`src/rtl/ddr2_pre_defines.svh`:
```
`ifndef DDR2_PRE_DEFINES_SVH
`define DDR2_PRE_DEFINES_SVH
// clock and analog times in ns
`define CLK_PERIOD_NS   40
`define T_RP_NS         15
`define T_RAS_NS        45
`define T_RC_NS         60
`define T_RD_PRE_NS     8
// whole cycles, least times round up
`define CYC_UP(ns)      (((ns) + `CLK_PERIOD_NS - 1) / `CLK_PERIOD_NS)
`define RP_CYC          `CYC_UP(`T_RP_NS)
`define RAS_CYC         `CYC_UP(`T_RAS_NS)
`define RC_CYC          `CYC_UP(`T_RC_NS)
`define RD_PRE_CYC      `CYC_UP(`T_RD_PRE_NS)
`define RD_PRE_RP_CYC   `CYC_UP(`T_RD_PRE_NS + `T_RP_NS)
// register byte offsets
`define OFS_CMD         8'h00
`define OFS_CFG         8'h04
`define OFS_STATUS      8'h08
// command register fields
`define CMD_OP_LSB      0
`define CMD_BANK_LSB    4
`define CMD_AP_BIT      8
`define CMD_ADDR_LSB    16
// config register fields and reset
`define CFG_ADD_LAT_LSB 0
`define CFG_CAS_LSB     4
`define CFG_LONG_BIT    8
`define CFG_WR_LSB      12
`define CFG_RESET       32'h0000_3030
// pin codes {cs_n, ras_n, cas_n, we_n}
`define PIN_NOP         4'h7
`define PIN_ACT         4'h3
`define PIN_PRE         4'h2
`define PIN_WR          4'h4
`define PIN_RD          4'h5
// precharge-all / auto-precharge address bit
`define AP_ADDR_BIT     10
`endif

```
`src/rtl/ddr2_pre_pkg.sv`:
```
`default_nettype none
package ddr2_pre_pkg;
    // software command opcodes
    typedef enum logic [1:0] {
        OP_ACT,
        OP_RD,
        OP_WR,
        OP_PRE
    } bank_op_t;
    // issue sequencer states
    typedef enum logic {
        ST_IDLE,
        ST_WAIT
    } issue_state_t;
endpackage : ddr2_pre_pkg
`default_nettype wire

```
`src/rtl/bank_timer.sv`:
```
`include "ddr2_pre_defines.svh"
`default_nettype none
module bank_timer #(
    parameter int CW = 8
) (
    // clock and reset
    input  wire logic          clk,
    input  wire logic          reset_n,
    // commands that hit this bank, one-cycle pulses; ap is the held flag of the pending command
    input  wire logic          act,
    input  wire logic          rd,
    input  wire logic          wr,
    input  wire logic          pre,
    input  wire logic          ap,
    // spacings in clocks, all at least one
    input  wire logic [CW-1:0] n_rd_pre,
    input  wire logic [CW-1:0] n_wr_pre,
    input  wire logic [CW-1:0] n_rdap_act,
    input  wire logic [CW-1:0] n_wrap_act,
    input  wire logic [CW-1:0] n_ras,
    input  wire logic [CW-1:0] n_rc,
    input  wire logic [CW-1:0] n_rp,
    // permission for the next decision cycle
    output logic               pre_ok,
    output logic               act_ok
);
    logic [CW-1:0] ras_cnt;    // activate to precharge
    logic [CW-1:0] rdp_cnt;    // read to precharge
    logic [CW-1:0] wrec_cnt;   // write recovery to precharge
    logic [CW-1:0] rp_cnt;     // precharge period to activate
    logic [CW-1:0] rc_cnt;     // row cycle to activate

    // larger of the running count and a fresh load of n-1
    function automatic logic [CW-1:0] hold(input logic [CW-1:0] c, input logic [CW-1:0] n);
        logic [CW-1:0] m;
        m = n - 1'b1;
        return (c > m) ? c : m;
    endfunction : hold

    function automatic logic [CW-1:0] down(input logic [CW-1:0] c);
        return (c == '0) ? c : c - 1'b1;
    endfunction : down

    // activate side: ras and row cycle restart on each activate
    always_ff @(posedge clk or negedge reset_n) begin
        if (!reset_n) begin
            ras_cnt <= '0;
            rc_cnt  <= '0;
        end else if (act) begin
            ras_cnt <= n_ras - 1'b1;
            rc_cnt  <= n_rc - 1'b1;
        end else begin
            ras_cnt <= down(ras_cnt);
            rc_cnt  <= down(rc_cnt);
        end
    end

    // read and write recovery, kept apart so either limit shows alone
    always_ff @(posedge clk or negedge reset_n) begin
        if (!reset_n) begin
            rdp_cnt  <= '0;
            wrec_cnt <= '0;
        end else begin
            rdp_cnt  <= rd ? hold(down(rdp_cnt), n_rd_pre) : down(rdp_cnt);
            wrec_cnt <= wr ? hold(down(wrec_cnt), n_wr_pre) : down(wrec_cnt);
        end
    end

    // precharge period; auto-precharge waits out ras first inside the device
    always_ff @(posedge clk or negedge reset_n) begin
        if (!reset_n) begin
            rp_cnt <= '0;
        end else if (pre) begin
            rp_cnt <= n_rp - 1'b1;
        end else if (rd && ap) begin
            rp_cnt <= hold(hold(down(rp_cnt), n_rdap_act), ras_cnt + n_rp);
        end else if (wr && ap) begin
            rp_cnt <= hold(hold(down(rp_cnt), n_wrap_act), ras_cnt + n_rp);
        end else begin
            rp_cnt <= down(rp_cnt);
        end
    end

    assign pre_ok = (ras_cnt == '0) && (rdp_cnt == '0) && (wrec_cnt == '0);
    assign act_ok = (rp_cnt == '0) && (rc_cnt == '0);
endmodule : bank_timer
`default_nettype wire

```
`src/rtl/ddr2_pre_ctrl.sv`:
```
`include "ddr2_pre_defines.svh"
`default_nettype none
module ddr2_pre_ctrl #(
    parameter int AW = 13, // memory address pins
    parameter int CW = 8   // spacing counter width
) (
    // clock and reset
    input  wire logic          clk,
    input  wire logic          reset_n,
    // wishbone classic slave
    input  wire logic          wb_cyc_i,
    input  wire logic          wb_stb_i,
    input  wire logic          wb_we_i,
    input  wire logic [7:0]    wb_adr_i,
    input  wire logic [3:0]    wb_sel_i,
    input  wire logic [31:0]   wb_dat_i,
    output logic      [31:0]   wb_dat_o,
    output logic               wb_ack_o,
    // memory command pins
    output logic               ddr_cs_n,
    output logic               ddr_ras_n,
    output logic               ddr_cas_n,
    output logic               ddr_we_n,
    output logic      [1:0]    ddr_ba,
    output logic      [AW-1:0] ddr_addr
);
    import ddr2_pre_pkg::*;

    // unsupported sizes refused while elaborating
    if (AW < 11 || AW > 16) begin : g_bad_aw
        $error("AW must be 11..16");
    end
    if (CW < 6 || CW > 16) begin : g_bad_cw
        $error("CW must be 6..16");
    end

    // register file and pin flops
    logic [31:0]   cfg_r;         // latency and burst setup
    logic [31:0]   dat_r;         // read data
    logic          ack_r;         // bus answer
    logic [3:0]    pin_r;         // {cs_n, ras_n, cas_n, we_n}
    logic [1:0]    ba_r;          // bank pins
    logic [AW-1:0] addr_r;        // address pins
    logic [3:0]    open_r;        // banks with a row open
    // pending command
    issue_state_t  state_r;       // sequencer state
    bank_op_t      op_r;          // opcode waiting
    logic [1:0]    bank_r;        // target bank
    logic          ap_r;          // auto-precharge / all-banks flag
    logic [AW-1:0] cadr_r;        // row or column
    // derived
    logic          bus_req;       // new bus request
    logic          cmd_wr;        // write to command register
    logic          issue;         // command leaves this cycle
    logic [3:0]    hit;           // banks the issued command touches
    logic [3:0]    pre_ok;        // per-bank precharge permission
    logic [3:0]    act_ok;        // per-bank activate permission
    logic          ready;         // pending command may go

    // configuration fields
    logic [CW-1:0] added_latency;      // from the config register
    logic [CW-1:0] cas_delay;          // from the config register
    logic [CW-1:0] wrc;                // recovery clocks programmed
    logic          long_burst;         // burst_len is 8
    logic [CW-1:0] half_burst;         // burst_len / 2
    logic [CW-1:0] write_latency;      // one less than read latency
    logic [CW-1:0] read_to_pre_clocks; // floored at two for the prefetch
    logic [CW-1:0] n_rd_pre;      // read to precharge
    logic [CW-1:0] n_wr_pre;      // write to precharge
    logic [CW-1:0] n_rdap_act;    // read-AP to activate
    logic [CW-1:0] n_wrap_act;    // write-AP to activate

    localparam logic [CW-1:0] N_RAS = CW'(`RAS_CYC);
    localparam logic [CW-1:0] N_RC  = CW'(`RC_CYC);
    localparam logic [CW-1:0] N_RP  = CW'(`RP_CYC);
    localparam logic [CW-1:0] N_RD_PRE_MIN = CW'(`RD_PRE_CYC);
    localparam logic [CW-1:0] N_RD_PRE_RP  = CW'(`RD_PRE_RP_CYC);

    function automatic logic [CW-1:0] max2(input logic [CW-1:0] a, input logic [CW-1:0] b);
        return (a > b) ? a : b;
    endfunction : max2

    // byte-lane merge for writes
    function automatic logic [31:0] merge(input logic [31:0] old, input logic [31:0] nw,
                                          input logic [3:0] sel);
        logic [31:0] m;
        m = old;
        for (int i = 0; i < 4; i++) begin
            if (sel[i]) m[8*i +: 8] = nw[8*i +: 8];
        end
        return m;
    endfunction : merge

    // spacings, always from the programmed burst length
    always_comb begin
        added_latency      = CW'(cfg_r[`CFG_ADD_LAT_LSB +: 3]);
        cas_delay          = CW'(cfg_r[`CFG_CAS_LSB +: 3]);
        wrc                = CW'(cfg_r[`CFG_WR_LSB +: 3]);
        long_burst         = cfg_r[`CFG_LONG_BIT];
        half_burst         = long_burst ? CW'(4) : CW'(2);
        write_latency      = added_latency + cas_delay - CW'(1);
        read_to_pre_clocks = max2(N_RD_PRE_MIN, CW'(2));
        n_rd_pre   = max2(added_latency + half_burst + read_to_pre_clocks - CW'(2),
                          CW'(1));
        n_wr_pre   = write_latency + half_burst + wrc;
        // read-AP: internal precharge at added_latency+burst_len/2 or later; rp follows
        n_rdap_act = max2(added_latency + (long_burst ? CW'(2) : CW'(0)) + N_RD_PRE_RP,
                          n_rd_pre + N_RP);
        n_wrap_act = n_wr_pre + N_RP;
    end

    // bus request seen once; ack drops the cycle after it rose
    assign bus_req = wb_cyc_i && wb_stb_i && !ack_r;
    assign cmd_wr  = bus_req && wb_we_i && (wb_adr_i == `OFS_CMD);

    always_ff @(posedge clk or negedge reset_n) begin
        if (!reset_n) ack_r <= 1'b0;
        else          ack_r <= bus_req;
    end

    // configuration register, byte lanes honoured
    always_ff @(posedge clk or negedge reset_n) begin
        if (!reset_n) begin
            cfg_r <= `CFG_RESET;
        end else if (bus_req && wb_we_i && wb_adr_i == `OFS_CFG) begin
            cfg_r <= merge(cfg_r, wb_dat_i, wb_sel_i);
        end
    end

    // read mux; unmapped words answer zero
    always_ff @(posedge clk or negedge reset_n) begin
        if (!reset_n) begin
            dat_r <= 32'h0000_0000;
        end else if (bus_req && !wb_we_i) begin
            case (wb_adr_i)
                `OFS_CFG:    dat_r <= cfg_r;
                `OFS_STATUS: dat_r <= {16'h0000, act_ok, pre_ok, open_r,
                                       3'h0, (state_r == ST_WAIT)};
                `OFS_CMD:    dat_r <= {{(16 - AW){1'b0}}, cadr_r, 7'h00, ap_r,
                                       2'h0, bank_r, 2'h0, op_r};
                default:     dat_r <= 32'h0000_0000;
            endcase
        end
    end

    // per-bank timers
    for (genvar b = 0; b < 4; b++) begin : g_bank
        bank_timer #(
            .CW(CW)
        ) u_timer (
            .clk       (clk),
            .reset_n   (reset_n),
            .act       (issue && hit[b] && op_r == OP_ACT),
            .rd        (issue && hit[b] && op_r == OP_RD),
            .wr        (issue && hit[b] && op_r == OP_WR),
            .pre       (issue && hit[b] && op_r == OP_PRE),
            .ap        (ap_r),
            .n_rd_pre  (n_rd_pre),
            .n_wr_pre  (n_wr_pre),
            .n_rdap_act(n_rdap_act),
            .n_wrap_act(n_wrap_act),
            .n_ras     (N_RAS),
            .n_rc      (N_RC),
            .n_rp      (N_RP),
            .pre_ok    (pre_ok[b]),
            .act_ok    (act_ok[b])
        );
    end

    // banks touched; precharge-all reaches every bank
    always_comb begin
        hit = 4'h0;
        hit[bank_r] = 1'b1;
        if (op_r == OP_PRE && ap_r) hit = 4'hF;
    end

    // gate precharge and activate on the timers of the touched banks; reads and writes never wait
    always_comb begin
        case (op_r)
            OP_PRE:  ready = ((pre_ok & hit) == hit);
            OP_ACT:  ready = act_ok[bank_r];
            default: ready = 1'b1;
        endcase
    end

    assign issue = (state_r == ST_WAIT) && ready;

    // command capture; writes while one is pending are dropped
    always_ff @(posedge clk or negedge reset_n) begin
        if (!reset_n) begin
            state_r <= ST_IDLE;
            op_r    <= OP_ACT;
            bank_r  <= 2'h0;
            ap_r    <= 1'b0;
            cadr_r  <= '0;
        end else begin
            case (state_r)
                ST_IDLE: begin
                    if (cmd_wr) begin
                        state_r <= ST_WAIT;
                        op_r    <= bank_op_t'(wb_dat_i[`CMD_OP_LSB +: 2]);
                        bank_r  <= wb_dat_i[`CMD_BANK_LSB +: 2];
                        ap_r    <= wb_dat_i[`CMD_AP_BIT];
                        cadr_r  <= wb_dat_i[`CMD_ADDR_LSB +: AW];
                    end
                end
                ST_WAIT: begin
                    if (ready) state_r <= ST_IDLE;
                end
                default: state_r <= ST_IDLE;
            endcase
        end
    end

    // pins: one cycle of command, otherwise no-operation
    always_ff @(posedge clk or negedge reset_n) begin
        if (!reset_n) begin
            pin_r  <= `PIN_NOP;
            ba_r   <= 2'h0;
            addr_r <= '0;
        end else if (issue) begin
            ba_r   <= bank_r;
            addr_r <= cadr_r;
            case (op_r)
                OP_ACT:  pin_r <= `PIN_ACT;
                OP_RD:   pin_r <= `PIN_RD;
                OP_WR:   pin_r <= `PIN_WR;
                default: pin_r <= `PIN_PRE;
            endcase
            // the flag rides on address bit 10 for reads, writes, precharge
            if (op_r != OP_ACT) addr_r[`AP_ADDR_BIT] <= ap_r;
        end else begin
            pin_r <= `PIN_NOP;
        end
    end

    // open-row bookkeeping for status
    always_ff @(posedge clk or negedge reset_n) begin
        if (!reset_n) begin
            open_r <= 4'h0;
        end else if (issue) begin
            if (op_r == OP_ACT)             open_r <= open_r | hit;
            else if (op_r == OP_PRE || ap_r) open_r <= open_r & ~hit;
        end
    end

    assign wb_ack_o  = ack_r;
    assign wb_dat_o  = dat_r;
    assign ddr_cs_n  = pin_r[3];
    assign ddr_ras_n = pin_r[2];
    assign ddr_cas_n = pin_r[1];
    assign ddr_we_n  = pin_r[0];
    assign ddr_ba    = ba_r;
    assign ddr_addr  = addr_r;

    // helper: clocks since each pin command per bank, saturating
    logic [CW-1:0] since_act [4];
    logic [CW-1:0] since_rd  [4];
    logic [CW-1:0] since_wr  [4];
    logic [CW-1:0] since_pre [4];
    logic [3:0]    pin_hit;

    always_comb begin
        pin_hit = 4'h0;
        pin_hit[ba_r] = 1'b1;
        if (pin_r == `PIN_PRE && addr_r[`AP_ADDR_BIT]) pin_hit = 4'hF;
    end

    function automatic logic [CW-1:0] tick(input logic [CW-1:0] c);
        return (&c) ? c : c + 1'b1;
    endfunction : tick

    always_ff @(posedge clk or negedge reset_n) begin
        if (!reset_n) begin
            for (int b = 0; b < 4; b++) begin
                since_act[b] <= '1;
                since_rd[b]  <= '1;
                since_wr[b]  <= '1;
                since_pre[b] <= '1;
            end
        end else begin
            for (int b = 0; b < 4; b++) begin
                since_act[b] <= (pin_hit[b] && pin_r == `PIN_ACT) ? CW'(1) : tick(since_act[b]);
                since_rd[b]  <= (pin_hit[b] && pin_r == `PIN_RD)  ? CW'(1) : tick(since_rd[b]);
                since_wr[b]  <= (pin_hit[b] && pin_r == `PIN_WR)  ? CW'(1) : tick(since_wr[b]);
                since_pre[b] <= (pin_hit[b] && pin_r == `PIN_PRE) ? CW'(1) : tick(since_pre[b]);
            end
        end
    end

    // helper: auto-precharge flag of the latest read or write, per bank
    logic [3:0]    ap_last;

    always_ff @(posedge clk or negedge reset_n) begin
        if (!reset_n) begin
            ap_last <= 4'h0;
        end else begin
            for (int b = 0; b < 4; b++) begin
                // only column commands carry the flag; precharge leaves it alone
                if (pin_hit[b] && (pin_r == `PIN_RD || pin_r == `PIN_WR)) begin
                    ap_last[b] <= addr_r[`AP_ADDR_BIT];
                end
            end
        end
    end

    for (genvar b = 0; b < 4; b++) begin : g_chk
        logic pre_here;
        logic act_here;
        assign pre_here = (pin_r == `PIN_PRE) && pin_hit[b];
        assign act_here = (pin_r == `PIN_ACT) && pin_hit[b];

    end
endmodule : ddr2_pre_ctrl
`default_nettype wire

```
`config.mk`:
```
export PLATFORM = sky130hd
export DESIGN_NAME = ddr2_pre_ctrl
export DESIGN_NICKNAME = d
export VERILOG_FILES = /design/src/rtl/ddr2_pre_pkg.sv /design/src/rtl/bank_timer.sv /design/src/rtl/ddr2_pre_ctrl.sv
export VERILOG_INCLUDE_DIRS = /design/src /design/src/rtl
export SDC_FILE = /design/constraint.sdc
export NUM_CORES = 1
export LEC_CHECK = 0
export BUFFER_PORTS_ARGS = -buffer_cell sky130_fd_sc_hd__buf_4
export CORE_ASPECT_RATIO = 1.4
export CORE_UTILIZATION = 40
export DETAILED_ROUTE_END_ITERATION = 10
export GPL_TIMING_DRIVEN = 1
export PLACE_DENSITY = 0.64
export SYNTH_ARGS = -nofsm -noshare
export SYNTH_HDL_FRONTEND = slang
export SYNTH_SLANG_ARGS = --single-unit
```
`constraint.sdc`:
```
create_clock -name clk -period 19.1 [get_ports clk]
set_input_delay 3.82 -clock clk [delete_from_list [all_inputs] [get_ports clk]]
set_output_delay 3.82 -clock clk [all_outputs]
set_load 0.03 [all_outputs]
```
# After elaboration in Yosys (flattened, before gate mapping)
# Index checks and enable logic that the tools add are counted.
# W data, S select, Z words.
dict set report totals {
  inputBits 49
  regBits 267
  elab_cells 298
}
dict set report op_classes {
  eq_ne 14
  n_addsub 43
  order_cmp 28
  bitwise 5
  reduce_logical 82
  muxes 91
}
# operator n
set op_table {}
lappend op_table {{$mux W8} 74}
lappend op_table {{$sub A8 B1 Y8 const B} 27}
lappend op_table {{$gt A8 B8 Y1} 24}
lappend op_table {{$logic_not A8 Y1} 21}
lappend op_table {{$pmux W32 S3} 1}
lappend op_table {{$logic_and A1 B1 Y1} 49}
lappend op_table {{$add A8 B1 Y8 const B} 5}
lappend op_table {{$mux W4} 4}
lappend op_table {{$ne A2 B1 Y1 const B} 8}
lappend op_table {{$reduce_and A2 Y1} 6}
lappend op_table {{$pmux W3 S3} 1}
lappend op_table {{$add A3 B3 Y4} 2}
lappend op_table {{$add A7 B2 Y8 const B} 1}
lappend op_table {{$and A4 B4 Y4} 2}
lappend op_table {{$eq A8 B3 Y1 const B} 1}
lappend op_table {{$eq A8 B4 Y1 const B} 1}
lappend op_table {{$gt A5 B8 Y1} 1}
lappend op_table {{$gt A8 B1 Y1 const B} 1}
lappend op_table {{$sub A7 B2 Y8 const B} 1}
lappend op_table {{$add A6 B4 Y7} 1}
lappend op_table {{$add A5 B4 Y6} 1}
lappend op_table {{$sub A5 B2 Y6 const B} 1}
lappend op_table {{$add A4 B1 Y5 const B} 1}
lappend op_table {{$add A4 B2 Y5 const B} 1}
lappend op_table {{20 further kinds} 28}

# Logic depth before layout (Yosys ltp)
# Gate-level depths: netlist (run 1).
dict set report depth {
  word_depth 16
  depth_mapped 38
}

# Hierarchy
# Synthesis (run 1) repeated with hierarchy kept, for this count alone.
dict set report unflattened {
  hier_cells 2947
  area_unflattened_um2 25580.8
}
# module seq_area_each_um2 area_each_um2 cells_per_inst n_inst
set by_module_without_submodules {}
lappend by_module_without_submodules {{bank_timer (g_bank[0].u_timer ...)} 1001.0 5028.6 620 3}
lappend by_module_without_submodules {ddr2_pre_ctrl 2661.3 5397.7 465 1}
lappend by_module_without_submodules {{bank_timer (g_bank[1].u_timer)} 1001.0 5097.4 622 1}

# Worst setup path after synthesis (run 1)
# Ideal clock, no wire load.
dict set report synth_timing {
  path_kind {reg2reg}
  start {register cfg_r[8]}
  end {register g_bank[0].u_timer.rp_cnt[0]}
  required_time_ps 19006
  t_arrival_ps 7447
  slack_ps 11559
  n_path_buf 3
  path_stages_with_launch 37
  period_less_slack_ps 7541
  setup_time_ps 94
  path_cell_list {dfrtp_1 inv_1 ha_1 inv_1 fa_1 and3b_1 or2_2 clkbuf_1 inv_1 ha_1 inv_1 ha_1 o211ai_1 a31oi_1 inv_1 and2_1 nand4_1 nor3b_1 or2_2 clkbuf_1 ha_1 nand3_1 o22ai_1 o21bai_1 a22oi_1 clkbuf_1 o21ai_0 ha_1 nor2b_1 o21a_1 o21ai_0 nand2b_1 a21oi_1 o21ai_0 o21ai_1 mux2_2 a211oi_1}
}
dict set report synth_via {
  elab_chain_cells 16
}
# item line_no
set synth_rtl {}
lappend synth_rtl {{start, declared} ddr2_pre_ctrl.sv:38} ;# logic [31:0] cfg_r;
lappend synth_rtl {{start signal, assigned} ddr2_pre_ctrl.sv:124} ;# cfg_r <= `CFG_RESET;
lappend synth_rtl {{start signal, assigned} ddr2_pre_ctrl.sv:126} ;# cfg_r <= merge(cfg_r, wb_dat_i, wb_sel_i);
lappend synth_rtl {{$mux W3} ddr2_pre_ctrl.sv:100} ;# half_burst = long_burst ? CW'(4) : CW'(2);
lappend synth_rtl {{$add A3 B3 Y4} ddr2_pre_ctrl.sv:103} ;# n_rd_pre = max2(added_latency + half_burst + read_to_pre_clocks - CW'(2),
lappend synth_rtl {{$add A4 B2 Y5} ddr2_pre_ctrl.sv:103}
lappend synth_rtl {{$sub A5 B2 Y6} ddr2_pre_ctrl.sv:103}
lappend synth_rtl {{$gt A8 B1 Y1} ddr2_pre_ctrl.sv:80} ;# return (a > b) ? a : b;
lappend synth_rtl {{$mux W8} ddr2_pre_ctrl.sv:80}
lappend synth_rtl {{$add A8 B1 Y8} ddr2_pre_ctrl.sv:108} ;# n_rd_pre + N_RP);
lappend synth_rtl {{$gt A5 B8 Y1} ddr2_pre_ctrl.sv:80}
lappend synth_rtl {{$mux W8} ddr2_pre_ctrl.sv:80}
lappend synth_rtl {{$sub A8 B1 Y8} bank_timer.sv:36} ;# m = n - 1'b1;
lappend synth_rtl {{$gt A8 B8 Y1} bank_timer.sv:37} ;# return (c > m) ? c : m;
lappend synth_rtl {{$mux W8} bank_timer.sv:37}
lappend synth_rtl {{$gt A8 B8 Y1} bank_timer.sv:37}
lappend synth_rtl {{$mux W8} bank_timer.sv:37}
lappend synth_rtl {{$mux W8 (*)} bank_timer.sv:75} ;# end else if (rd && ap) begin
lappend synth_rtl {{$mux W8 (*)} bank_timer.sv:73} ;# end else if (pre) begin
lappend synth_rtl {{end signal, assigned} bank_timer.sv:74} ;# rp_cnt <= n_rp - 1'b1;
lappend synth_rtl {{end signal, assigned} bank_timer.sv:76} ;# rp_cnt <= hold(hold(down(rp_cnt), n_rdap_act), ras_cnt + n_rp);
lappend synth_rtl {{end signal, assigned} bank_timer.sv:78} ;# rp_cnt <= hold(hold(down(rp_cnt), n_wrap_act), ras_cnt + n_rp);
lappend synth_rtl {{end, declared} bank_timer.sv:30} ;# logic [CW-1:0] rp_cnt;
# Mark *: on every way between the ends. The rest lies on a longest branch, timed or not.
# A chain may end at the register's enable or synchronous reset.

# Final worst setup path (run 1)
dict set report layout_timing {
  start {register cfg_r[8]}
  end {register g_bank[3].u_timer.rp_cnt[5]}
}
dict set report layout_via {
  elab_chain_cells 16
}
# item line_no
set layout_rtl {}
lappend layout_rtl {{$mux W3} ddr2_pre_ctrl.sv:100}
lappend layout_rtl {{$add A3 B3 Y4} ddr2_pre_ctrl.sv:103}
lappend layout_rtl {{$add A4 B2 Y5} ddr2_pre_ctrl.sv:103}
lappend layout_rtl {{$sub A5 B2 Y6} ddr2_pre_ctrl.sv:103}
lappend layout_rtl {{$gt A8 B1 Y1} ddr2_pre_ctrl.sv:80}
lappend layout_rtl {{$mux W8} ddr2_pre_ctrl.sv:80}
lappend layout_rtl {{$add A8 B1 Y8} ddr2_pre_ctrl.sv:108}
lappend layout_rtl {{$gt A5 B8 Y1} ddr2_pre_ctrl.sv:80}
lappend layout_rtl {{$mux W8} ddr2_pre_ctrl.sv:80}
lappend layout_rtl {{$sub A8 B1 Y8} bank_timer.sv:36}
lappend layout_rtl {{$gt A8 B8 Y1} bank_timer.sv:37}
lappend layout_rtl {{$mux W8} bank_timer.sv:37}
lappend layout_rtl {{$gt A8 B8 Y1} bank_timer.sv:37}
lappend layout_rtl {{$mux W8} bank_timer.sv:37}
lappend layout_rtl {{$mux W8 (*)} bank_timer.sv:75}
lappend layout_rtl {{$mux W8 (*)} bank_timer.sv:73}
lappend layout_rtl {{end signal, assigned} bank_timer.sv:74}
lappend layout_rtl {{end signal, assigned} bank_timer.sv:76}
lappend layout_rtl {{end signal, assigned} bank_timer.sv:78}
lappend layout_rtl {{end, declared} bank_timer.sv:30}
# Marked as above.

==> key figures, run 1 <==
Setup path
  • Critical Path RT: 19580 ps
  • Worst setup path endpoint: g_bank[3].u_timer.rp_cnt[5]$_DFF_PN0_
  • Worst r2r src: cfg_r[8]$_DFFE_PN0P_
  • CP most frequent cell: ha_1
  • CP arrival: 9790 ps
  • Critical path capture point type: flip-flop
  • Worst Setup Path Type: flip-flop to flip-flop
  • R2R setup slack: 9790 ps
  • Critical-path top delay cell: xnor2_1
  • CP bufs+invs: 5
  • Top delay family on crit path: compound AO/OA/AOI/OAI gates
  • Startpoint Class: flip-flop
  • Worst r2r dst: g_bank[3].u_timer.rp_cnt[5]$_DFF_PN0_
  • Crit path launch: cfg_r[8]$_DFFE_PN0P_
  • WP depth: 35
  • Worst Path Max Fanout: 8
  • CP peak stage delay: 770 ps
  • R2r worst-path depth: 35

STA
  • Skew final: 33.5 ps
  • Fin crit period: 9310 ps
  • Setup WS post-layout: 9790 ps
  • RSZ-0062 raised after global routing: false
  • Final Hold Viols: 0
  • Relative slew slack: 20.0%
  • Fmax: 0.107 GHz
  • Worst-margin pin slew: 1190 ps
  • Final period utilization: 48.7%
  • Max-slew violation count: 0
  • Setup violations, final: 0
  • Hold WS: 485 ps
  • Setup tns final: 0 ps

Detailed routing
  • Drt pass-1 iters: 5
  • Via-per-instance ratio: 5.71
  • Via count: 17070
  • Avg WL per Cell: 20.1 um
  • Routed WL: 60100 um
  • Detailed Route Iter0 Violations: 982
  • # DRC: 0
  • Post-route ant nets: 0

Finish
  • Multi-input gate area: 0.0129 mm^2
  • Non-Filler Instances: 2988
  • Share of cells above drive strength 1: 13.4%
  • Fin nets: 2619
  • Reg area: 0.00667 mm^2
  • Synth-to-layout area growth: 12.1%
  • Filler cell count in the final layout: 4871

Yosys
  • Seq/Total Area, Yosys: 32.7%
  • Synth cell types: 82
  • Yosys reg bits: 266
  • Avg Cell Area, Syn: 9.16 um^2
  • Asr flop ratio synth: 100%
  • Top post-synthesis cells by area: dfrtp_1 (32%), ha_1 (15%), mux2_2 (6.5%)
  • Post-synth EDFFs: 0
  • Cell count after synthesis: 2228
  • Share of the synthesized area in the top cell type: 31.8%
  • Yosys warning count: 0
  • Synthesized cell area: 0.0204 mm^2
  • Top_reg_cell synth: dfrtp_1
  • Cell taking the most area after synthesis: dfrtp_1

Placement
  • Dpl hpwl: 45800 um
  • PortBufs: 99
  • GPL Wtd Cong: 0.940
  • Dpl ws: 9930 ps
  • Post-Place Cells: 2934

Global routing
  • Initial antenna violation count: 0
  • Gr usage total: 23.4%
  • GRT Residual Overflow: 0
  • First-pass GRT wire length: 95900 um
  • Largest net degree at the start of global routing: 173
  • Vias in the first global route: 17666

Die
  • Rows: 97
  • Die height: 269 um
  • Die Width: 193 um
  • Die area: 0.0519 mm^2
  • Initial Util: 40.6%
  • Io pins: 101
  • Core ar.: 0.0502 mm^2

Clock tree
  • Clk_lat worst skew: 590 ps
  • Hold-fix buffers, CTS: 0
  • Post-CTS setup buffer count: 0
  • CTS tree: done
  • H-tree depth: 1
  • Post_cts resized: 0
  • Root Driver: clkbuf_16
  • CTS buffer count: 28
  • Clk sinks: 266
  • Clock Path Buffers: 3
  • Clk pin slew, worst setup/hold paths: 70 ps

Job
  • Max cap viols: 0

Power
  • Power per cell area: 192 mW/mm^2
  • Max IR drop VDD: 0.122 mV
  • Leakage power: 11.0 nW

Hold path
  • Hold/Removal Path Class: flip-flop to flip-flop
  • Min-delay src: wb_dat_o[25]$_DFFE_PN0P_

Status
  • Status: completed
## worst min-delay path by stage
stage,endpoint,cells after the start
4_1_cts,wb_dat_o[24]$_DFFE_PN0P_,2
2_1_floorplan,flip-flop,1
3_5_place_dp,wb_dat_o[24]$_DFFE_PN0P_,2
5_1_grt,wb_dat_o[24]$_DFFE_PN0P_,2
3_3_place_gp,wb_dat_o[21]$_DFFE_PN0P_,2
6_report,wb_dat_o[25]$_DFFE_PN0P_,2
## placed cells by master, fill, tap and decap left out, types with 57 or more instances in the layout
cell	n
nand2_1	190
dfrtp_1	259
ha_1	243
nand3_1	57
mux2i_1	111
inv_1	155
nor2_1	188
xnor2_1	66
buf_4	113
a21oi_1	117
o21ai_0	112
mux2_2	118
## logic make-up (layout without fill, tap and decap cells)
logic type,Yosys count,count (layout),synth area share (%)
compound gates,431,431,13.3
xor+xnor,92,92,3.95
buf+inv,220,324,4.21
mux,233,233,12.2
flops,266,266,32.7
other cells,2,15,0.0368
simple gates,735,735,18.1
fa+ha+maj,249,249,15.5
## layout make-up
type	count	share of cell area (%)
Multi-Input combinational cell	1753	56.5
Sequential cell	266	29.1
Timing Repair Buffer	115	3.86
Clock buffer	41	3.54
Tap cell	643	3.52
Inverter	157	2.58
Clock inverter	11	0.837
Antenna cell	2	0.0219
## layer usage
metal	up-vias	global-route usage (%)	share of wire [%]
met5	-	0	0
met4	0	11.0	4.9
met2	495	41.9	51
li1	8128	-	-
met3	164	3.40	5.2
met1	8283	26.9	39
## Yosys cell counts (all sizes together) (22+ instances only)
cell type and instances:
mux2 122, a211oi 24, ha 243, xor2 26
nand4 27, a21oi 117, clkbuf 41, nand2 191
inv 155, nor3 57, nand3 59, and2 31
nand2b 32, nor4 24, and3 22, nor3b 23
dfrtp 259, buf 22, nor2b 25, mux2i 111
nor2 188, xnor2 66, o21ai 115, a21o 44
o21a 30
## per-stage QoR
step	util [%]	total power, mW	cell area [um^2]
after global placement	43.5	3.63	21900
after CTS	45.5	4.36	22900
after detailed placement	43.5	3.73	21900
after global routing	45.5	4.80	22900
after floorplan	-	3.07	20400
final	45.5	4.38	22900
## registers in the layout (all words and copies together), names as in the netlist, 2 cells and up, named ones only
name and count:
g_bank.u_timer.rdp_cnt 32, bank_r 2, op_r 2, cfg_r 32, ddr_addr 13, g_bank.u_timer.ras_cnt 32
wb_dat_o 32, g_bank.u_timer.rc_cnt 32, g_bank.u_timer.wrec_cnt 32, pin_r 3, g_bank.u_timer.rp_cnt 32, ddr_ba 2
cadr_r 13
## worst min-delay path: stages, from the launching register on
cell,delay [ps]
dfrtp_1,340
nand2_1,50
o31ai_1,60
## report_power, final
part | total [mW] | switching (mW) | internal [mW]
clock network | 0.608 | 0.246 | 0.362
logic | 2.94 | 1.68 | 1.27
registers | 0.831 | 0.128 | 0.703
total | 4.38 | 2.05 | 2.33
(Power assumes the default switching activity.)
==> inputs of run 2 (changes only) <==
PLACE_DENSITY = 0.66   (was 0.64)
clock period = 7.9 ns   (was 19.1 ns; I/O delays follow)
==> run 2 against run 1 <==
- die area stayed put
- fmax grew 24%
- count of clock-buffer cells in the layout fell by 4
- critical endpoint is now g_bank[3].u_timer.rp_cnt[0]$_DFF_PN0_
- highest routed layer unchanged
==> key figures, run 2 (same netlist as run 1, synthesis figures left out) <==
Clock tree
  • H-tree depth: 1 (unchanged)
  • Clk_lat worst skew: 580 ps (was 590 ps)
  • Root Driver: clkbuf_16 (unchanged)
  • Clk sinks: 266 (unchanged)
  • Hold-fix buffers, CTS: 0 (unchanged)
  • CTS tree: done (unchanged)
  • CTS buffer count: 28 (unchanged)
  • Clk pin slew, worst setup/hold paths: 70 ps (about the same)
  • Clock Path Buffers: 3 (unchanged)

Power
  • Leakage power: 11.2 nW (was 11.0 nW)
  • Power per cell area: 465 mW/mm^2 (was 192 mW/mm^2)
  • Max IR drop VDD: 0.293 mV (was 0.122 mV)

Setup path
  • Critical-path top delay cell: dfrtp_1 (was xnor2_1)
  • Worst Path Max Fanout: 8 (unchanged)
  • Critical path capture point type: flip-flop (unchanged)
  • Worst r2r dst: g_bank[3].u_timer.rp_cnt[0]$_DFF_PN0_ (was g_bank[3].u_timer.rp_cnt[5]$_DFF_PN0_)
  • R2r worst-path depth: 33 (was 35)
  • Worst Setup Path Type: flip-flop to flip-flop (unchanged)
  • Crit path launch: cfg_r[8]$_DFFE_PN0P_ (unchanged)
  • CP arrival: 8020 ps (was 9790 ps)
  • R2R setup slack: 380 ps (was 9790 ps)
  • CP most frequent cell: ha_1 (unchanged)
  • Worst r2r src: cfg_r[8]$_DFFE_PN0P_ (unchanged)
  • CP peak stage delay: 450 ps (was 770 ps)
  • Startpoint Class: flip-flop (unchanged)
  • CP bufs+invs: 5 (unchanged)
  • Critical Path RT: 8400 ps (was 19580 ps)
  • Top delay family on crit path: adder cells (was compound AO/OA/AOI/OAI gates)

Hold path
  • Hold path depth: 1 (was 2)
  • Hold endpoint: wb_ack_o$_DFF_PN0_ (was wb_dat_o[25]$_DFFE_PN0P_)
  • Min-delay src: wb_ack_o$_DFF_PN0_ (was wb_dat_o[25]$_DFFE_PN0P_)
  • Hold/Removal Path Class: flip-flop to flip-flop (unchanged)

STA
  • Final period utilization: 95.2% (was 48.7%)
  • Max-slew violation count: 0 (unchanged)
  • Relative slew slack: 19.3% (was 20.0%)
  • Fin crit period: 7520 ps (was 9310 ps)
  • Worst-margin pin slew: 1210 ps (was 1190 ps)
  • Skew final: 14.1 ps (was 33.5 ps)
  • Setup violations, final: 0 (unchanged)
  • Fmax: 0.133 GHz (was 0.107 GHz)
  • Final Hold Viols: 0 (unchanged)
  • Hold WS: 469 ps (was 485 ps)
  • RSZ-0062 raised after global routing: true (was false)

Placement
  • Dpl hpwl: 46300 um (was 45800 um)
  • Dpl cell area: 0.0220 mm^2 (was 0.0219 mm^2)
  • PortBufs: 99 (unchanged)
  • GPL Wtd Cong: 0.987 (was 0.940)

Finish
  • Share of cells above drive strength 1: 15.0% (was 13.4%)
  • Commonest cells after routing, fill and taps aside: dfrtp_1 (259), ha_1 (243), nand2_1 (190), nor2_1 (187), inv_1 (154) (was dfrtp_1 (259), ha_1 (243), nand2_1 (190), nor2_1 (188), inv_1 (155))
  • Fin nets: 2644 (was 2619)
  • Synth-to-layout area growth: 13.4% (was 12.1%)
  • Filler cell count in the final layout: 4768 (was 4871)
  • Layout Utilization: 46.1% (was 45.5%)
  • Antenna diode count: 0 (was 2)
  • Post-route cell area: 0.0231 mm^2 (was 0.0229 mm^2)
  • Commonest non-fill, non-tap cell in the layout: dfrtp_1 (unchanged)

Global routing
  • Initial antenna violation count: 0 (unchanged)
  • First-pass GRT wire length: 94700 um (was 95900 um)
  • Gr usage total: 23.0% (was 23.4%)
  • Largest net degree at the start of global routing: 76 (was 173)
  • GRT Residual Overflow: 0 (unchanged)
  • Vias in the first global route: 17643 (was 17666)

Detailed routing
  • Post-route ant nets: 0 (unchanged)
  • Routed WL: 59700 um (was 60100 um)
  • Detailed Route Iter0 Violations: 816 (was 982)
  • # DRC: 0 (unchanged)
  • Via count: 17094 (was 17070)
  • Avg WL per Cell: 19.8 um (was 20.1 um)
  • Via-per-instance ratio: 5.68 (was 5.71)
  • Drt pass-1 iters: 5 (unchanged)

Die
  • Rows: 97 (unchanged)
  • Die Width: 193 um (unchanged)
  • Die area: 0.0519 mm^2 (unchanged)
  • Initial Util: 40.6% (unchanged)
  • Io pins: 101 (unchanged)
  • Core ar.: 0.0502 mm^2 (unchanged)
  • Die height: 269 um (unchanged)

Job
  • Max cap viols: 0 (unchanged)

Status
  • Status: completed (unchanged)
-- run 2: worst max path at each step --
stage / cells past startpoint / end / slack [ps]
after floorplan: 36 / g_bank[0].u_timer.rp_cnt[0]$_DFF_PN0_ / 360
after global placement: 29 / g_bank[0].u_timer.rp_cnt[3]$_DFF_PN0_ / 330
after detailed placement: 34 / g_bank[2].u_timer.rp_cnt[0]$_DFF_PN0_ / 220
after CTS: 29 / g_bank[0].u_timer.rp_cnt[3]$_DFF_PN0_ / 180
after global routing: 36 / g_bank[3].u_timer.rp_cnt[5]$_DFF_PN0_ / -120
final: 33 / g_bank[3].u_timer.rp_cnt[0]$_DFF_PN0_ / 380
-- run 2: repair_timing --
item	in CTS	in global routing
gates resized for setup	0	14
setup buffers	0	1
endpoints found under the setup margin	0	32
-- run 2: per-stage QoR --
| step | power (mW) | setup WS (ps) | TNS, ps | cells |
|---|---|---|---|---|
| after floorplan | 7.41 | 359 | 0 | 2239 |
| after global placement | 8.90 | 330 | 0 | 2958 |
| after detailed placement | 9.14 | 220 | 0 | 2958 |
| after CTS | 10.7 | 184 | 0 | 3008 |
| after global routing | 11.8 | -124 | -463 | 3009 |
| final | 10.8 | 380 | 0 | 3009 |
-- run 2: layout make-up --
type,count,area (um^2),share of cell area [%]
multi-input combinational,1753,13000,56.2
sequential,266,6670,28.8
timing repair buffer,140,1060,4.57
tap,643,805,3.48
clock buffer,37,786,3.40
inverter,157,589,2.55
clock inverter,13,233,1.01
-- run 2: power by group --
group	total (mW)	switching, mW	internal, mW
clock network	1.49	0.594	0.896
registers	2.00	0.302	1.70
logic	7.28	4.11	3.17
total	10.8	5.00	5.77
-- run 2: layer usage --
metal | vias up | track usage (%) | wire length, um
met1 | 8319 | 26.2 | 23500
li1 | 8173 | - | -
met2 | 447 | 41.6 | 30500
met3 | 155 | 3.70 | 2920
met5 | - | 0 | 0
met4 | 0 | 10.2 | 2690
-- run 2: worst register-to-register path: cells and delay by family, from the launching register on --
kind / cells / cell delay (ps)
flops: 1 / 450
buf+inv: 5 / 790
xor+xnor: 2 / 430
fa+ha+maj: 7 / 1990
simple gates: 8 / 1530
compound gates: 10 / 1830
mux: 1 / 440
==> inputs of run 3 (changes only) <==
ABC_AREA = 1   (was not set)
CORE_UTILIZATION = 55   (was 40)
PLACE_DENSITY = 0.83   (was 0.66)
clock period = 6.6 ns   (was 7.9 ns; I/O delays follow)
==> run 3 against run 2 <==
- largest cell class unchanged
- fmax increased by 19%
- largest power group unchanged
- non-clock buffer count increased by 6
- sequential power about the same
- worst hold slack improved by 17 ps
- register-to-register slack got worse by 120 ps
- critical endpoint is now g_bank[2].u_timer.rp_cnt[1]$_DFF_PN0_
- clock power increased by 13%
==> key figures, run 3 <==
Finish
  • Antenna diode count: 0 (unchanged)
  • Synth-to-layout area growth: 12.9% (was 13.4%)
  • Commonest non-fill, non-tap cell in the layout: nand2_1 (was dfrtp_1)
  • Commonest cells after routing, fill and taps aside: nand2_1 (746), inv_1 (443), o21ai_0 (260), dfrtp_1 (257), nor2_1 (241) (was dfrtp_1 (259), ha_1 (243), nand2_1 (190), nor2_1 (187), inv_1 (154))
  • Post-route cell area: 0.0236 mm^2 (was 0.0231 mm^2)
  • Fin nets: 3379 (was 2644)
  • Filler cell count in the final layout: 3150 (was 4768)
  • Layout Utilization: 63.0% (was 46.1%)
  • Share of cells above drive strength 1: 10.7% (was 15.0%)

Die
  • Die height: 233 um (was 269 um)
  • Die area: 0.0389 mm^2 (was 0.0519 mm^2)
  • Initial Util: 55.8% (was 40.6%)
  • Die Width: 167 um (was 193 um)
  • Io pins: 101 (unchanged)
  • Core ar.: 0.0375 mm^2 (was 0.0502 mm^2)
  • Rows: 84 (was 97)

STA
  • Fin crit period: 6340 ps (was 7520 ps)
  • Worst-margin pin slew: 1100 ps (was 1210 ps)
  • Setup violations, final: 0 (unchanged)
  • Relative slew slack: 26.5% (was 19.3%)
  • Setup WS post-layout: 259 ps (was 380 ps)
  • Skew final: 13.1 ps (was 14.1 ps)
  • Max-slew violation count: 0 (unchanged)
  • Final period utilization: 96.1% (was 95.2%)
  • Final Hold Viols: 0 (unchanged)
  • Fmax: 0.158 GHz (was 0.133 GHz)

Hold path
  • Hold path depth: 2 (was 1)
  • Hold/Removal Path Class: flip-flop to flip-flop (unchanged)

Yosys
  • Cell taking the most area after synthesis: dfrtp_1 (unchanged)
  • Yosys reg bits: 266 (unchanged)
  • Cell count after synthesis: 2941 (was 2228)
  • Top_reg_cell synth: dfrtp_1 (unchanged)
  • Avg Cell Area, Syn: 7.12 um^2 (was 9.16 um^2)
  • Post-synth EDFFs: 0 (unchanged)
  • Synth cell count leaders: nand2_1 (755), inv_1 (450), o21ai_0 (274) (was dfrtp_1 (259), ha_1 (243), nand2_1 (190))
  • Asr flop ratio synth: 100% (unchanged)
  • Synth cell types: 63 (was 82)
  • Seq/Total Area, Yosys: 31.8% (was 32.7%)
  • Synthesized cell area: 0.0209 mm^2 (was 0.0204 mm^2)
  • Top post-synthesis cells by area: dfrtp_1 (31%), ha_1 (15%), nand2_1 (14%) (was dfrtp_1 (32%), ha_1 (15%), mux2_2 (6.5%))
  • Share of the synthesized area in the top cell type: 31.0% (was 31.8%)
  • Count leader, synth: nand2_1 (was dfrtp_1)
  • Yosys warning count: 0 (unchanged)

Detailed routing
  • Post-route ant nets: 0 (unchanged)
  • # DRC: 0 (unchanged)
  • Detailed Route Iter0 Violations: 1294 (was 816)
  • Drt pass-1 iters: 6 (was 5)
  • Via count: 20146 (was 17094)
  • Routed WL: 58600 um (was 59700 um)
  • Via-per-instance ratio: 5.64 (was 5.68)
  • Avg WL per Cell: 16.4 um (was 19.8 um)

Setup path
  • Worst setup path endpoint: g_bank[2].u_timer.rp_cnt[1]$_DFF_PN0_ (was g_bank[3].u_timer.rp_cnt[0]$_DFF_PN0_)
  • Startpoint Class: flip-flop (unchanged)
  • Worst Setup Path Type: flip-flop to flip-flop (unchanged)
  • Critical Path RT: 7130 ps (was 8400 ps)
  • Worst r2r src: cfg_r[8]$_DFFE_PN0P_ (unchanged)
  • WP depth: 44 (was 33)
  • CP most frequent cell: nand2_1 (was ha_1)
  • Top delay family on crit path: simple AND/OR/NAND/NOR gates (was adder cells)
  • Crit path launch: cfg_r[8]$_DFFE_PN0P_ (unchanged)
  • Worst r2r dst: g_bank[2].u_timer.rp_cnt[1]$_DFF_PN0_ (was g_bank[3].u_timer.rp_cnt[0]$_DFF_PN0_)
  • CP arrival: 6870 ps (was 8020 ps)
  • CP peak stage delay: 610 ps (was 450 ps)
  • Worst Path Max Fanout: 8 (unchanged)
  • Critical path capture point type: flip-flop (unchanged)
  • R2R setup slack: 260 ps (was 380 ps)
  • Critical-path top delay cell: fa_2 (was dfrtp_1)
  • CP bufs+invs: 10 (was 5)
  • R2r worst-path depth: 44 (was 33)

Clock tree
  • H-tree depth: 1 (unchanged)
  • CTS buffer count: 27 (was 28)
  • Clk pin slew, worst setup/hold paths: 70 ps (about the same)
  • Root Driver: clkbuf_16 (unchanged)
  • Clk_lat worst skew: 590 ps (was 580 ps)
  • Clk sinks: 266 (unchanged)
  • Clock Path Buffers: 3 (unchanged)
  • CTS tree: done (unchanged)

Global routing
  • First-pass GRT wire length: 94800 um (was 94700 um)
  • Largest net degree at the start of global routing: 157 (was 76)
  • Vias in the first global route: 19713 (was 17643)
  • Initial antenna violation count: 0 (unchanged)
  • GRT Residual Overflow: 0 (unchanged)
  • Gr usage total: 30.1% (was 23.0%)

Job
  • Max cap viols: 0 (unchanged)

Placement
  • Dpl cell area: 0.0224 mm^2 (was 0.0220 mm^2)
  • Dpl hpwl: 44300 um (was 46300 um)
  • Dpl ws: -255 ps (was 220 ps)
  • GPL Wtd Cong: 0.978 (was 0.987)
  • PortBufs: 99 (unchanged)

Status
  • Status: completed (unchanged)

Power
  • Power per cell area: 523 mW/mm^2 (was 465 mW/mm^2)
  • Max IR drop VDD: 1.16 mV (was 0.293 mV)
  • Leakage power: 13.0 nW (was 11.2 nW)
## run 3: cell count changes after synthesis, sizes merged, moves of 106 or more
cell,delta
nand2,+573
inv,+306
o21ai,+178
mux2,-112
mux2i,-111
nand3,+106
## run 3: worst min path at each step
stage | startpoint | end | slack [ps]
after global routing | wb_dat_o[9]$_DFFE_PN0P_ | wb_dat_o[9]$_DFFE_PN0P_ | 510
after CTS | wb_dat_o[22]$_DFFE_PN0P_ | wb_dat_o[22]$_DFFE_PN0P_ | 490
after global placement | wb_dat_o[22]$_DFFE_PN0P_ | wb_dat_o[22]$_DFFE_PN0P_ | 460
final | wb_dat_o[26]$_DFFE_PN0P_ | wb_dat_o[26]$_DFFE_PN0P_ | 490
after floorplan | cadr_r[0]$_DFFE_PN0P_ | cadr_r[0]$_DFFE_PN0P_ | 450
after detailed placement | wb_dat_o[14]$_DFFE_PN0P_ | wb_dat_o[14]$_DFFE_PN0P_ | 470
## run 3: final cells by class
| type | count | area [um^2] | share of cell area [%] |
|---|---|---|---|
| Clock inverter | 15 | 224 | 0.948 |
| Inverter | 466 | 1760 | 7.44 |
| Tap cell | 473 | 592 | 2.50 |
| Multi-Input combinational cell | 2173 | 12500 | 53.0 |
| Timing Repair inverter | 1 | 7.51 | 0.0318 |
| Timing Repair Buffer | 146 | 1120 | 4.72 |
| Clock buffer | 33 | 738 | 3.12 |
| Sequential cell | 266 | 6670 | 28.2 |
## run 3: metal layers
layer | global-route usage, % | routed length, um | vias up
li1 | - | - | 9832
met1 | 32.6 | 22000 | 9431
met2 | 55.2 | 29900 | 679
met3 | 3.95 | 3170 | 204
met4 | 18.9 | 3560 | 0
met5 | 0 | 0 | -
## run 3: stage by stage
step | hold slack (ps) | setup TNS, ps | std cells | total power, mW
3_5_place_dp | 467 | -1460 | 3510 | 10.1
3_3_place_gp | 464 | -554 | 3510 | 9.82
6_report | 486 | 0 | 3573 | 12.4
2_1_floorplan | 453 | 0 | 2952 | 7.77
5_1_grt | 511 | -2050 | 3573 | 13.5
4_1_cts | 485 | 0 | 3558 | 11.8
## run 3: kinds of logic (layout without fill, tap and decap cells)
| family | count (synthesis) | count (layout) | share of synthesized area [%] |
|---|---|---|---|
| compound gates | 521 | 521 | 13.4 |
| xor+xnor | 57 | 57 | 2.38 |
| fa+ha+maj | 249 | 249 | 15.1 |
| buf+inv | 514 | 661 | 9.40 |
| flops | 266 | 266 | 31.8 |
| mux | 10 | 10 | 0.538 |
| other cells | 2 | 13 | 0.0359 |
| simple gates | 1322 | 1323 | 27.3 |
## run 3: repair_timing
action                     4_1_cts  5_1_grt
gates cloned                     0        2
gates resized for setup          3       69
setup endpoints to repair       13       32
pin swaps                        0       11
hold buffers                     0        0
buffers inserted                 0       13
## run 3: worst reg2reg max path: cells and delay by family (launching register included)
| kind | cells | cell delay [ps] |
|---|---|---|
| fa+ha+maj | 7 | 2060 |
| xor+xnor | 1 | 190 |
| flops | 1 | 420 |
| compound gates | 5 | 680 |
| simple gates | 21 | 2090 |
| buf+inv | 10 | 870 |
## run 3: report_power, final
part,internal (mW),switching (mW),leakage [nW]
clock network,0.993,0.698,0.472
logic,3.04,5.62,8.97
registers,1.84,0.170,3.55
